[config.mk]
export PLATFORM = sky130hd
export DESIGN_NAME = asr_ctrl
export DESIGN_NICKNAME = d
export VERILOG_FILES = /design/src/verilog/asr_pkg.sv /design/src/verilog/asr_bus_pins.sv /design/src/verilog/asr_ctrl.sv /design/src/verilog/asr_timer.sv
export SDC_FILE = /design/constraint.sdc
export NUM_CORES = 1
export LEC_CHECK = 0
export BUFFER_PORTS_ARGS = -buffer_cell sky130_fd_sc_hd__buf_2
export CAP_MARGIN = 40
export CORE_AREA = 2 2 78 80
export CTS_CLUSTER_SIZE = 30
export DETAILED_ROUTE_END_ITERATION = 8
export DIE_AREA = 0 0 80 82
export PLACE_DENSITY_LB_ADDON = 0.2
export SYNTH_ARGS = -nofsm -noshare
export SYNTH_HDL_FRONTEND = slang
export SYNTH_HIERARCHICAL = 1
export SYNTH_SLANG_ARGS = --single-unit
[constraint.sdc]
create_clock -name i_clk -period 3.05 [get_ports i_clk]
set_input_delay 0.915 -clock i_clk [delete_from_list [all_inputs] [get_ports i_clk]]
set_output_delay 0.915 -clock i_clk [all_outputs]
set_load 0.01 [all_outputs]
[src/verilog/asr_pkg.sv]
// asr_pkg: shared widths, pin timing figures and state codes for the memory controller
package asr_pkg;

  // ----------------------------------------------------------------
  // widths
  // ----------------------------------------------------------------
  localparam int ADDR_W = 20;
  localparam int DATA_W = 8;
  localparam int CNT_W  = 5;

  // ----------------------------------------------------------------
  // timing in ns (slower grade, which also meets the faster grade)
  // ----------------------------------------------------------------
  localparam int CLK_NS    = 5;   // 200 MHz
  localparam int T_RC_NS   = 70;  // read cycle time
  localparam int T_AA_NS   = 70;  // address / select access time
  localparam int T_WC_NS   = 70;  // write cycle time
  localparam int T_WP_NS   = 50;  // write pulse width
  localparam int T_CW_NS   = 60;  // selection to end of write
  localparam int T_AW_NS   = 60;  // address valid to end of write
  localparam int T_DW_NS   = 30;  // data to end of write
  localparam int T_HZ_NS   = 25;  // output float after deselect or output disable
  localparam int T_R_NS    = T_RC_NS;  // recovery after retention

  // least times round up to whole cycles
  localparam int WR_NS     = (T_WC_NS > T_AW_NS) ? T_WC_NS : T_AW_NS;
  localparam int RD_CYC_I  = (T_AA_NS + CLK_NS - 1) / CLK_NS;
  localparam int WR_CYC_I  = (WR_NS + CLK_NS - 1) / CLK_NS;
  localparam int WP_CYC_I  = (T_WP_NS + CLK_NS - 1) / CLK_NS;
  localparam int CW_CYC_I  = (T_CW_NS + CLK_NS - 1) / CLK_NS;
  localparam int DW_CYC_I  = (T_DW_NS + CLK_NS - 1) / CLK_NS;
  localparam int HZ_CYC_I  = (T_HZ_NS + CLK_NS - 1) / CLK_NS;
  localparam int REC_CYC_I = (T_R_NS + CLK_NS - 1) / CLK_NS;

  localparam logic [CNT_W-1:0] RD_CYC  = CNT_W'(RD_CYC_I);
  localparam logic [CNT_W-1:0] WR_CYC  = CNT_W'(WR_CYC_I);
  localparam logic [CNT_W-1:0] WP_CYC  = CNT_W'(WP_CYC_I);
  localparam logic [CNT_W-1:0] CW_CYC  = CNT_W'(CW_CYC_I);
  localparam logic [CNT_W-1:0] DW_CYC  = CNT_W'(DW_CYC_I);
  localparam logic [CNT_W-1:0] HZ_CYC  = CNT_W'(HZ_CYC_I);
  localparam logic [CNT_W-1:0] REC_CYC = CNT_W'(REC_CYC_I);
  localparam logic [CNT_W-1:0] CNT_MAX = 5'h1f;

  // ----------------------------------------------------------------
  // controller states
  // ----------------------------------------------------------------
  typedef enum logic [2:0] {
    ST_IDLE    = 3'b000,
    ST_READ    = 3'b001,
    ST_RD_TURN = 3'b010,
    ST_WRITE   = 3'b011,
    ST_WR_HOLD = 3'b100,
    ST_SLEEP   = 3'b101,
    ST_WAKE    = 3'b110
  } asr_state_t;

endpackage

[src/verilog/asr_bus_pins.sv]
// asr_bus_pins: registered drivers and read capture for the shared data bus
`timescale 1ns/1ps
module asr_bus_pins (
  // clock and reset
  input  wire logic                       i_clk,
  input  wire logic                       i_rst,
  // control from the sequencer
  input  wire logic                       i_drive,
  input  wire logic                       i_capture,
  input  wire logic [asr_pkg::DATA_W-1:0] i_wdata,
  // pins
  input  wire logic [asr_pkg::DATA_W-1:0] i_pin,
  output logic      [asr_pkg::DATA_W-1:0] o_pin,
  output logic                            o_pin_oe_n,
  // captured read data
  output logic      [asr_pkg::DATA_W-1:0] o_rdata
);
  import asr_pkg::*;

  logic [DATA_W-1:0] out_q;
  logic              oe_n_q;
  logic [DATA_W-1:0] rd_q;

  // drivers are registered so the enable and data switch on the same edge
  always_ff @(posedge i_clk) begin
    if (i_rst) begin
      out_q  <= '0;
      oe_n_q <= 1'b1;
      rd_q   <= '0;
    end else begin
      out_q  <= i_drive ? i_wdata : out_q;
      oe_n_q <= ~i_drive;
      rd_q   <= i_capture ? i_pin : rd_q;
    end
  end

  assign o_pin      = out_q;
  assign o_pin_oe_n = oe_n_q;
  assign o_rdata    = rd_q;

endmodule

[src/verilog/asr_ctrl.sv]
// asr_ctrl: host-side sequencer that runs read, write and retention cycles on the static memory pins
// Functional notes
// RQ1: memory holds 1M bytes, 20-bit address.
// RQ2: device drives data only when reading.
// RQ3: write needs both selects active, strobe low.
// RQ4: write starts at last asserting edge.
// RQ5: write ends at first releasing edge.
// RQ6: read data valid 70 ns after address.
// RQ7: read data valid 70 ns after selection.
// RQ8: read data valid 40 ns after output enable.
// RQ9: outputs float 25 ns after deselect.
// RQ10: outputs float 25 ns after enable release.
// RQ11: write pulse at least 50 ns.
// RQ12: address valid 60 ns before write end.
// RQ13: selects active 60 ns before write end.
// RQ14: address valid by write start.
// RQ15: address held until write end.
// RQ16: write data stable 30 ns before end.
// RQ17: write data held until write end.
// RQ18: strobe low floats device outputs.
// RQ19: release bus soon after write end.
// RQ20: each cycle lasts at least 70 ns.
// RQ21: retention held by high-active select low.
// RQ22: deselect first, wait cycle time after.
// RQ23: strobe high in reads, no bus contention.
`timescale 1ns/1ps
module asr_ctrl (
  // clock and reset
  input  wire logic                       i_clk,
  input  wire logic                       i_rst,
  // user request port
  input  wire logic                       i_req,
  input  wire logic                       i_we,
  input  wire logic [asr_pkg::ADDR_W-1:0] i_addr,
  input  wire logic [asr_pkg::DATA_W-1:0] i_wdata,
  output logic                            o_ready,
  // user answers
  output logic      [asr_pkg::DATA_W-1:0] o_rdata,
  output logic                            o_rvalid,
  output logic                            o_wdone,
  // retention request and status
  input  wire logic                       i_sleep,
  output logic                            o_asleep,
  // memory control pins
  output logic                            o_select_low_active_n,
  output logic                            o_select_high_active,
  output logic                            o_write_strobe_n,
  output logic                            o_output_enable_n,
  output logic      [asr_pkg::ADDR_W-1:0] o_word_address_bus,
  // memory data pins
  input  wire logic [asr_pkg::DATA_W-1:0] i_shared_data_bus,
  output logic      [asr_pkg::DATA_W-1:0] o_shared_data_bus,
  output logic                            o_shared_data_bus_oe_n
);
  import asr_pkg::*;

  // ----------------------------------------------------------------
  // state and request holding registers
  // ----------------------------------------------------------------
  asr_state_t        state_q;
  asr_state_t        state_d;
  logic [ADDR_W-1:0] addr_q;
  logic [DATA_W-1:0] wdata_q;
  logic              sel_n_q;
  logic              sel_hi_q;
  logic              we_n_q;
  logic              oe_n_q;
  logic              rvalid_q;
  logic              wdone_q;

  logic              tmr_done;
  logic              tmr_load;
  logic [CNT_W-1:0]  tmr_count;

  // ----------------------------------------------------------------
  // decode
  // ----------------------------------------------------------------
  wire take       = (state_q == ST_IDLE) && !i_sleep && i_req;
  wire rd_end     = (state_q == ST_READ) && tmr_done;
  wire wr_end     = (state_q == ST_WRITE) && tmr_done;
  wire hold_end   = (state_q == ST_WR_HOLD);
  wire turn_end   = (state_q == ST_RD_TURN) && tmr_done;
  wire wake_end   = (state_q == ST_WAKE) && tmr_done;
  wire go_sleep   = (state_q == ST_IDLE) && i_sleep;
  wire leave_slp  = (state_q == ST_SLEEP) && !i_sleep;

  // pin levels follow the next state so pins and state change on one edge
  wire nx_sel     = (state_d == ST_READ) || (state_d == ST_WRITE) || (state_d == ST_WR_HOLD);
  wire nx_we      = (state_d == ST_WRITE);                                 // RQ3
  wire nx_oe      = (state_d == ST_READ);                                  // RQ23
  wire nx_drive   = (state_d == ST_WRITE) || (state_d == ST_WR_HOLD);      // RQ17

  // timer reload on entry to read, write, turnaround and wake; phase lasts count plus one cycles
  assign tmr_load  = take || rd_end || leave_slp;
  assign tmr_count = take ? (i_we ? WR_CYC - 5'h01 : RD_CYC - 5'h01) :     // RQ11 RQ20
                     rd_end ? HZ_CYC - 5'h01 :                             // RQ10 RQ9
                     REC_CYC - 5'h01;                                      // RQ22

  // ----------------------------------------------------------------
  // next state
  // ----------------------------------------------------------------
  always_comb begin
    state_d = state_q;
    case (state_q)
      ST_IDLE: begin
        if (go_sleep) begin
          state_d = ST_SLEEP;                                              // RQ22
        end else if (take) begin
          state_d = i_we ? ST_WRITE : ST_READ;
        end
      end
      ST_READ: begin
        if (rd_end) begin
          state_d = ST_RD_TURN;                                            // RQ6 RQ7 RQ8
        end
      end
      ST_RD_TURN: begin
        // bus stays undriven until the device has floated its outputs
        if (turn_end) begin
          state_d = ST_IDLE;                                               // RQ23
        end
      end
      ST_WRITE: begin
        if (wr_end) begin
          state_d = ST_WR_HOLD;                                            // RQ5
        end
      end
      ST_WR_HOLD: begin
        state_d = ST_IDLE;                                                 // RQ15
      end
      ST_SLEEP: begin
        if (!i_sleep) begin
          state_d = ST_WAKE;
        end
      end
      ST_WAKE: begin
        if (wake_end) begin
          state_d = ST_IDLE;                                               // RQ22
        end
      end
      default: begin
        state_d = ST_IDLE;
      end
    endcase
  end

  // ----------------------------------------------------------------
  // registers
  // ----------------------------------------------------------------
  // state register
  always_ff @(posedge i_clk) begin
    if (i_rst) begin
      state_q <= ST_IDLE;
    end else begin
      state_q <= state_d;
    end
  end

  // address and data latched at acceptance, held for the whole cycle
  always_ff @(posedge i_clk) begin
    if (i_rst) begin
      addr_q  <= '0;
      wdata_q <= '0;
    end else if (take) begin
      addr_q  <= i_addr;                                                   // RQ14 RQ12
      wdata_q <= i_wdata;                                                  // RQ16
    end
  end

  // control pins, all registered to avoid glitches on the strobes
  always_ff @(posedge i_clk) begin
    if (i_rst) begin
      sel_n_q  <= 1'b1;
      sel_hi_q <= 1'b0;
      we_n_q   <= 1'b1;
      oe_n_q   <= 1'b1;
    end else begin
      sel_n_q  <= ~nx_sel;                                                 // RQ13
      sel_hi_q <= nx_sel;                                                  // RQ21
      we_n_q   <= ~nx_we;                                                  // RQ4
      oe_n_q   <= ~nx_oe;                                                  // RQ2
    end
  end

  // one-cycle completion pulses
  always_ff @(posedge i_clk) begin
    if (i_rst) begin
      rvalid_q <= 1'b0;
      wdone_q  <= 1'b0;
    end else begin
      rvalid_q <= rd_end;
      wdone_q  <= hold_end;
    end
  end

  // ----------------------------------------------------------------
  // sub-blocks
  // ----------------------------------------------------------------
  asr_timer u_timer (
    .i_clk   (i_clk),
    .i_rst   (i_rst),
    .i_load  (tmr_load),
    .i_count (tmr_count),
    .o_done  (tmr_done)
  );

  // the write strobe floats the device, and output enable is already high
  asr_bus_pins u_pins (
    .i_clk      (i_clk),
    .i_rst      (i_rst),
    .i_drive    (nx_drive),                                                // RQ18 RQ19
    .i_capture  (rd_end),
    .i_wdata    (wdata_q),
    .i_pin      (i_shared_data_bus),
    .o_pin      (o_shared_data_bus),
    .o_pin_oe_n (o_shared_data_bus_oe_n),
    .o_rdata    (o_rdata)
  );

  // ----------------------------------------------------------------
  // outputs
  // ----------------------------------------------------------------
  assign o_ready               = (state_q == ST_IDLE) && !i_sleep;
  assign o_rvalid              = rvalid_q;
  assign o_wdone               = wdone_q;
  assign o_asleep              = (state_q == ST_SLEEP);
  assign o_select_low_active_n = sel_n_q;
  assign o_select_high_active  = sel_hi_q;                                 // RQ21
  assign o_write_strobe_n      = we_n_q;
  assign o_output_enable_n     = oe_n_q;
  assign o_word_address_bus    = addr_q;                                   // RQ1

  // ----------------------------------------------------------------
  // checking helpers: run lengths of pin conditions
  // ----------------------------------------------------------------
  logic [CNT_W-1:0] we_low_q;
  logic [CNT_W-1:0] sel_on_q;
  logic [CNT_W-1:0] dat_stb_q;
  logic [CNT_W-1:0] oe_low_q;
  logic [CNT_W-1:0] oe_high_q;
  logic [CNT_W-1:0] wake_q;
  logic [DATA_W-1:0] dat_prev_q;

  wire sel_on  = !o_select_low_active_n && o_select_high_active;
  wire dat_on  = !o_shared_data_bus_oe_n && (o_shared_data_bus == dat_prev_q);

  // saturating counts cover the cycles before the current one
  always_ff @(posedge i_clk) begin
    if (i_rst) begin
      we_low_q   <= '0;
      sel_on_q   <= '0;
      dat_stb_q  <= '0;
      oe_low_q   <= '0;
      oe_high_q  <= CNT_MAX;
      wake_q     <= CNT_MAX;
      dat_prev_q <= '0;
    end else begin
      we_low_q   <= !o_write_strobe_n ? ((we_low_q == CNT_MAX) ? we_low_q : we_low_q + 5'h01) : '0;
      sel_on_q   <= sel_on ? ((sel_on_q == CNT_MAX) ? sel_on_q : sel_on_q + 5'h01) : '0;
      dat_stb_q  <= dat_on ? ((dat_stb_q == CNT_MAX) ? dat_stb_q : dat_stb_q + 5'h01) : '0;
      oe_low_q   <= !o_output_enable_n ? ((oe_low_q == CNT_MAX) ? oe_low_q : oe_low_q + 5'h01) : '0;
      oe_high_q  <= o_output_enable_n ? ((oe_high_q == CNT_MAX) ? oe_high_q : oe_high_q + 5'h01) : '0;
      wake_q     <= o_asleep ? '0 : ((wake_q == CNT_MAX) ? wake_q : wake_q + 5'h01);
      dat_prev_q <= o_shared_data_bus;
    end
  end
endmodule

[src/verilog/asr_timer.sv]
// asr_timer: loadable down counter that times the read, write, turnaround and wake phases
`timescale 1ns/1ps
module asr_timer (
  // clock and reset
  input  wire logic                      i_clk,
  input  wire logic                      i_rst,
  // load and status
  input  wire logic                      i_load,
  input  wire logic [asr_pkg::CNT_W-1:0] i_count,
  output logic                           o_done
);
  import asr_pkg::*;

  logic [CNT_W-1:0] cnt_q;
  logic [CNT_W-1:0] cnt_d;

  // count down to zero and stay there until reloaded
  assign cnt_d  = i_load ? i_count : ((cnt_q != '0) ? cnt_q - 5'h01 : cnt_q);
  assign o_done = (cnt_q == '0);

  always_ff @(posedge i_clk) begin
    if (i_rst) begin
      cnt_q <= '0;
    end else begin
      cnt_q <= cnt_d;
    end
  end

endmodule
======== Yosys cells after proc, flatten, opt, wreduce, memory -nomap -nowiden ========
Index checks and enable logic that the tools add are counted.
cells by class
  multiplexer cells ....................... 13
  reductions and logical operators ........ 18
  bitwise logic cells ..................... 4
  equal/unequal tests ..................... 9
  add/sub/neg operators ................... 1
operators by type and width
  kind                   count
  $mux W3                7
  $pmux W3 S6            1
  $eq A3 B3 Y1 const B   4
  $mux W5                2
  $eq A3 B2 Y1 const B   3
  $logic_and A1 B1 Y1    8
  $mux W4                2
  $eq A3 B1 Y1 const B   2
  $logic_not A5 Y1       1
  $logic_or A1 B1 Y1     5
  $reduce_bool A5 Y1     1
  $sub A5 B1 Y5 const B  1
  $not A1 Y1             4
  $logic_not A3 Y1       1
  $mux W2                1
  $reduce_bool A2 Y1     1
  $logic_not A1 Y1       1
word-level totals
  register bits ........................... 59

======== Depth between registers and ports, before layout ========
  depth after elaboration ................. 10
  mapped depth ............................ 11
  gate-level depth less buffers ........... 10

======== Modules after synthesis ========
Netlist, hierarchy kept.
by module, submodules not included
  module        cells each  seq. area each (um^2)  instances  area each (um^2)
  asr_ctrl      184         740.7                  1          1546.5
  asr_bus_pins  54          340.3                  1          605.6
  asr_timer     32          100.1                  1          287.8

======== Worst setup path after synthesis ========
Ideal clock, no wire load.
  path type ............................... input to register
  from .................................... input port i_sleep
  to ...................................... register u_timer.cnt_q[1]
  path slack .............................. 0.515 ns
  arrival ................................. 2.413 ns
  data required time ...................... 2.928 ns
  cell stages on the path ................. 8
  cells stage by stage .................... or4_4 inv_2 buf_4 a21oi_1 nand2_1 inv_1 and4_2 a311o_1
between the ends
  longest elaborated chain between the ends .. 6
  elaborated cells between the ends (all ways) .. 9
  those cells by class .................... mux (2); reduce/logical (7)
ends and longest elaborated chain
  item                                                  RTL line         RTL
  start: declaration                                    asr_ctrl.sv:42   input wire logic i_sleep,
  $logic_not A1 Y1 *                                    n/a
  $logic_and A1 B1 Y1 *                                 n/a
  via o_ready                                           asr_ctrl.sv:36   output logic o_ready,
  $logic_and A1 B1 Y1 *                                 asr_ctrl.sv:78   wire take = (state_q == ST_IDLE) && !i_sleep && i_req;
  $logic_or A1 B1 Y1 * (2 in series)                    asr_ctrl.sv:94   assign tmr_load = take || rd_end || leave_slp;
  via tmr_load                                          asr_ctrl.sv:72   logic tmr_load;
  $mux W5 / $reduce_bool A2 Y1 (equally long branches)  n/a
  end signal: assignment                                asr_timer.sv:25  cnt_q <= cnt_d;
  end: declaration                                      asr_timer.sv:14  logic [CNT_W-1:0] cnt_q;
Mark *: on every way through the listed nets, which the timed path passes. The rest lies on a longest branch.
A chain may end at the register's enable or synchronous reset.

======== Worst setup path in the final report ========
  from .................................... input port i_sleep
  to ...................................... output port o_ready
between the ends
  longest elaborated chain between the ends .. 2
ends and longest elaborated chain
  item                 RTL line         RTL
  $logic_not A1 Y1     asr_ctrl.sv:223  assign o_ready = (state_q == ST_IDLE) && !i_sleep;
  $logic_and A1 B1 Y1  asr_ctrl.sv:223
  end: declaration     asr_ctrl.sv:36
Every way passes these cells.

==> metrics list <==
- The flow ran to the end, and the final reports show no timing, DRC or antenna violations.
- Counting along the longest clock path gives a buffer depth of 2.
- The first global-routing pass estimated 9.280 mm of wire.
- Of the total synthesized cell area, the portion taken by XOR and XNOR cells is 0.007179.
- Critical Path Max Stage Delay: 540 ps
- The share of the Yosys chip area taken by registers is 0.4841.
- Of the total synthesized cell area, the portion taken by AND, OR, NAND and NOR gates is 0.1774.
* Final critical-path share of the clock period: 0.8985
* Adder-cell share of the synthesized area: 0.005128
- Clock-pin slew was measured on the worst setup and hold paths at 60 ps.
- Crit. Startpoint: i_sleep
- After routing, the total negative slack on setup checks comes to 0 ps.
* Post-placement cell area: 0.002890 mm2
- TritonCTS built the clock tree.
* Signal arrival time at the worst endpoint: 1830 ps
- Worst-case reg-to-reg path depth: 12
- A synthesized cell averages 9.036 um2.
* Type of destination of the critical path: output port
* Hold Startpoint: wdata_q[0]$_SDFFE_PP0P_
- H-tree depth reported by CTS: 3
- Post-Route Skew: 8.780 ps
* Unrepaired setup endpoints after global routing: no
* Worst Setup Start Kind: primary input
- Entering global routing, the biggest net connects 34 pins.
- Port buffering added 85 buffers.
* Mean routed wirelength per cell: 13.69 um
- Buffers added to address setup during post-CTS repair amount to 0.
- Share of post-route cells with drive strength above 1: 0.3277
- After synthesis, the share of cell area in mux cells is 0.06564.
- The critical path is of the in2out type.
* Post-CTS Hold Buffers: 0
- The die covers 0.006560 mm2.
- The tool flagged a number of max-cap violations equal to 0.
- In this run, distinct cell masters in the synthesized netlist total 47.
* Core Region: 0.005746 mm2
- Top_reg_cell synth: sky130_fd_sc_hd__dfxtp_1
- Global-route usage over all layers: 0.1840
* Antenna fix cells: 0
- The slowest stage of the critical path is the sky130_fd_sc_hd__or4_4 cell.
* Most frequent CP cell: sky130_fd_sc_hd__buf_2
- The worst path needs 2740 ps of the cycle, external delays included.
- Vias after detailed routing: 2,214
* Filler cells: 558
- The number of antenna violations at the first check in global routing was 0.
* WHS Path Cells: 2
- In this run, the number of DRC markers left after iteration 0 of detailed routing was 122.
- Chip Height: 82 um
- Global route overflow: 0
- Finish-stage setup viols: 0
- Gates resized during post-CTS repair numbered 0.
- From synthesis to final layout, the design area changed by 26.72%.
* Headroom to the max-slew limit: 0.6374
* Dominant combinational cell family by area after synthesis: compound AO/OA/AOI/OAI gates
- The number of hold-slack violations in the final timing report is 0.
- Starting Density: 0.4247
- Post-synthesis cell area: 0.002440 mm2
- Post-layout instance area: 0.003092 mm2
* Final wirelength: 5.915 mm
- Top fanout value on the critical path: 17
- Worst Tran Pin Value: 544.0 ps
- Dividing total power by cell area gives a power density of 838.2 mW/mm2.
* Residual DRC count: 0
* P_leak: 1.322 nW
- The worst-case IR drop observed on VDD is 0.0004035 V.
- Setup slack on the worst reg-to-reg path comes out at 580 ps.
* Post-Layout Cell Count: 432
- Clock latency on the worst-skew pair, taken at its later pin, is 330 ps.
* Fmax achieved: 364.9 MHz
- Cell family contributing the most delay on the critical path: simple AND/OR/NAND/NOR gates
- In this run the clock root is driven by a sky130_fd_sc_hd__clkbuf_8.
- DP Cell Count: 417
- In this run the core area contains 28 standard-cell rows.
- The design draws 2.592 mW.
- For this design, the sink count on the clock tree is 59.
- The number of global-route vias before repair was 2,084.
- Critical path required time: 2130 ps
- Count of state elements after synthesis: 59
- Minimum hold slack: 474.1 ps
- Synthesis handed over a netlist of 270 instances.
- Setup slack at placement: 231.3 ps
- Setup slack after layout: 309.6 ps
- Total iterations of the first detailed-routing run: 4
- Die boundary width: 80 um
* TritonCTS buffer count: 9
- Async set or reset register ratio after synthesis: 0
- Counting buffers and inverters, the worst setup path is 4 cells deep.
* Hold EP: wdata_q[0]$_SDFFE_PP0P_
* Number of warnings issued by yosys: 6
- Slew Viols, Final: 0
* R2r endpoint: u_pins/o_pin[2]$_SDFFE_PP0P_
- Total number of nets in the final design: 395
- Using the TritonRoute via totals, the vias-per-cell ratio works out to 5.125.
- The wire-length estimate of the detail-placed layout is 3.917 mm.
* Kind of path behind the tightest hold check: reg2reg
- R2R Path Start: u_timer/cnt_q[0]$_SDFFE_PP0P_
- GP Congestion: 0.7602
* Utilization of the core after routing: 0.5381
* CP cell instances: buf_2 > or4_4 > inv_2 > buf_2
- 86 I/O pins were placed.
- WP buf/inv: 3
* Number of flops mapped to enable cells by yosys: 0
- The fraction of the mapped netlist area in compound gates was 0.1862.
* Antenna-violating nets left: 0
per-layer routing:
metal / track usage / up-vias / wire [um]
li1: - / 1117 / -
met1: 0.2229 / 1028 / 2740
met2: 0.3050 / 65 / 2777
met3: 0.05934 / 4 / 340
met4: 0.07119 / 0 / 55
met5: 0 / - / 0
cell usage in the layout (no fill, tap or decap), types with 2 or more instances in the layout:
master	n
sky130_fd_sc_hd__buf_2	85
sky130_fd_sc_hd__dfxtp_1	59
sky130_fd_sc_hd__a21oi_1	37
sky130_fd_sc_hd__nand3_1	30
sky130_fd_sc_hd__o21ai_0	20
sky130_fd_sc_hd__nor2_1	20
sky130_fd_sc_hd__mux2i_1	16
sky130_fd_sc_hd__clkbuf_8	11
sky130_fd_sc_hd__o21ai_1	10
sky130_fd_sc_hd__buf_4	9
sky130_fd_sc_hd__inv_1	7
sky130_fd_sc_hd__nand2_1	6
sky130_fd_sc_hd__nand2b_1	3
sky130_fd_sc_hd__a21o_1	3
sky130_fd_sc_hd__conb_1	3
sky130_fd_sc_hd__and3b_1	2
sky130_fd_sc_hd__inv_2	2
sky130_fd_sc_hd__xnor2_1	2
sky130_fd_sc_hd__nor3_1	2
sky130_fd_sc_hd__clkinvlp_4	2
sequential cells by signal, indices dropped and copies added, names as in the netlist:
signal                 flops
o_wdone                    1
o_rvalid                   1
o_write_strobe_n           1
u_pins/o_pin               8
u_pins/o_pin_oe_n          1
u_timer/cnt_q              5
wdata_q                    8
o_select_high_active       1
o_word_address_bus        20
state_q                    3
o_select_low_active_n      1
u_pins/o_rdata             8
o_output_enable_n          1
cells by family after synthesis:
group           count (synthesis)
fa+ha+maj                       1
other cells                     2
xor+xnor                        2
flops                          59
buf+inv                        32
compound gates                 81
simple gates                   77
mux                            16
worst max-delay path by stage:
stage / to / slack (ps)
global placement: u_timer/cnt_q[1]$_SDFFE_PP0P_ / 270
CTS: o_ready / 300
global route: o_ready / 280
finish: o_ready / 310
floorplan: u_timer/cnt_q[1]$_SDFFE_PP0P_ / 520
detailed placement: u_timer/cnt_q[1]$_SDFFE_PP0P_ / 230
cells in the mapped netlist (2+ instances only):
cell,number,area share
sky130_fd_sc_hd__o21ai_0,20,0.041
sky130_fd_sc_hd__buf_4,3,0.0092
sky130_fd_sc_hd__inv_2,2,0.0031
sky130_fd_sc_hd__buf_6,5,0.023
sky130_fd_sc_hd__inv_1,7,0.011
sky130_fd_sc_hd__nand3_1,30,0.062
sky130_fd_sc_hd__nor3_1,2,0.0041
sky130_fd_sc_hd__mux2i_1,16,0.066
sky130_fd_sc_hd__nor2_1,20,0.031
sky130_fd_sc_hd__a21oi_1,37,0.076
sky130_fd_sc_hd__buf_2,4,0.0082
sky130_fd_sc_hd__conb_1,2,0.0031
sky130_fd_sc_hd__nand2_1,6,0.0092
sky130_fd_sc_hd__nand2b_1,3,0.0077
sky130_fd_sc_hd__and3b_1,2,0.0072
sky130_fd_sc_hd__o21ai_1,10,0.021
sky130_fd_sc_hd__dfxtp_1,59,0.48
sky130_fd_sc_hd__a21o_1,3,0.0092
sky130_fd_sc_hd__xnor2_1,2,0.0072
sky130_fd_sc_hd__clkbuf_1,10,0.015
final cells by class:
cell class                 instances  area, um2  area share
clock buffer                      11      151.4     0.04897
sequential                        59       1181      0.3820
clock inverter                     4      50.05     0.01619
timing repair buffer              94      493.0      0.1594
tap                               75      93.84     0.03035
multi-input combinational        180       1089      0.3521
inverter                           9      33.78     0.01093
worst register-to-register path, stage by stage, from the launching register on:
cell                       delay [ps]
sky130_fd_sc_hd__dfxtp_1          330
sky130_fd_sc_hd__inv_1             70
sky130_fd_sc_hd__ha_1             210
sky130_fd_sc_hd__nor4b_4          200
sky130_fd_sc_hd__buf_4            210
sky130_fd_sc_hd__nor2b_1          190
sky130_fd_sc_hd__nand3b_1         200
sky130_fd_sc_hd__inv_1            170
sky130_fd_sc_hd__a211oi_2          70
sky130_fd_sc_hd__a22oi_1          210
sky130_fd_sc_hd__buf_4            240
sky130_fd_sc_hd__mux2i_1          200
sky130_fd_sc_hd__nor2_1            60
report_power, final:
| group | leakage (nW) | total, mW | internal, mW | switching (mW) |
|---|---|---|---|---|
| clock network | 0.0974 | 0.706 | 0.415 | 0.291 |
| registers | 0.480 | 1.03 | 0.900 | 0.125 |
| logic | 0.745 | 0.859 | 0.383 | 0.476 |
| total | 1.32 | 2.59 | 1.70 | 0.893 |
No activity file was read; power rests on OpenSTA's default activity.
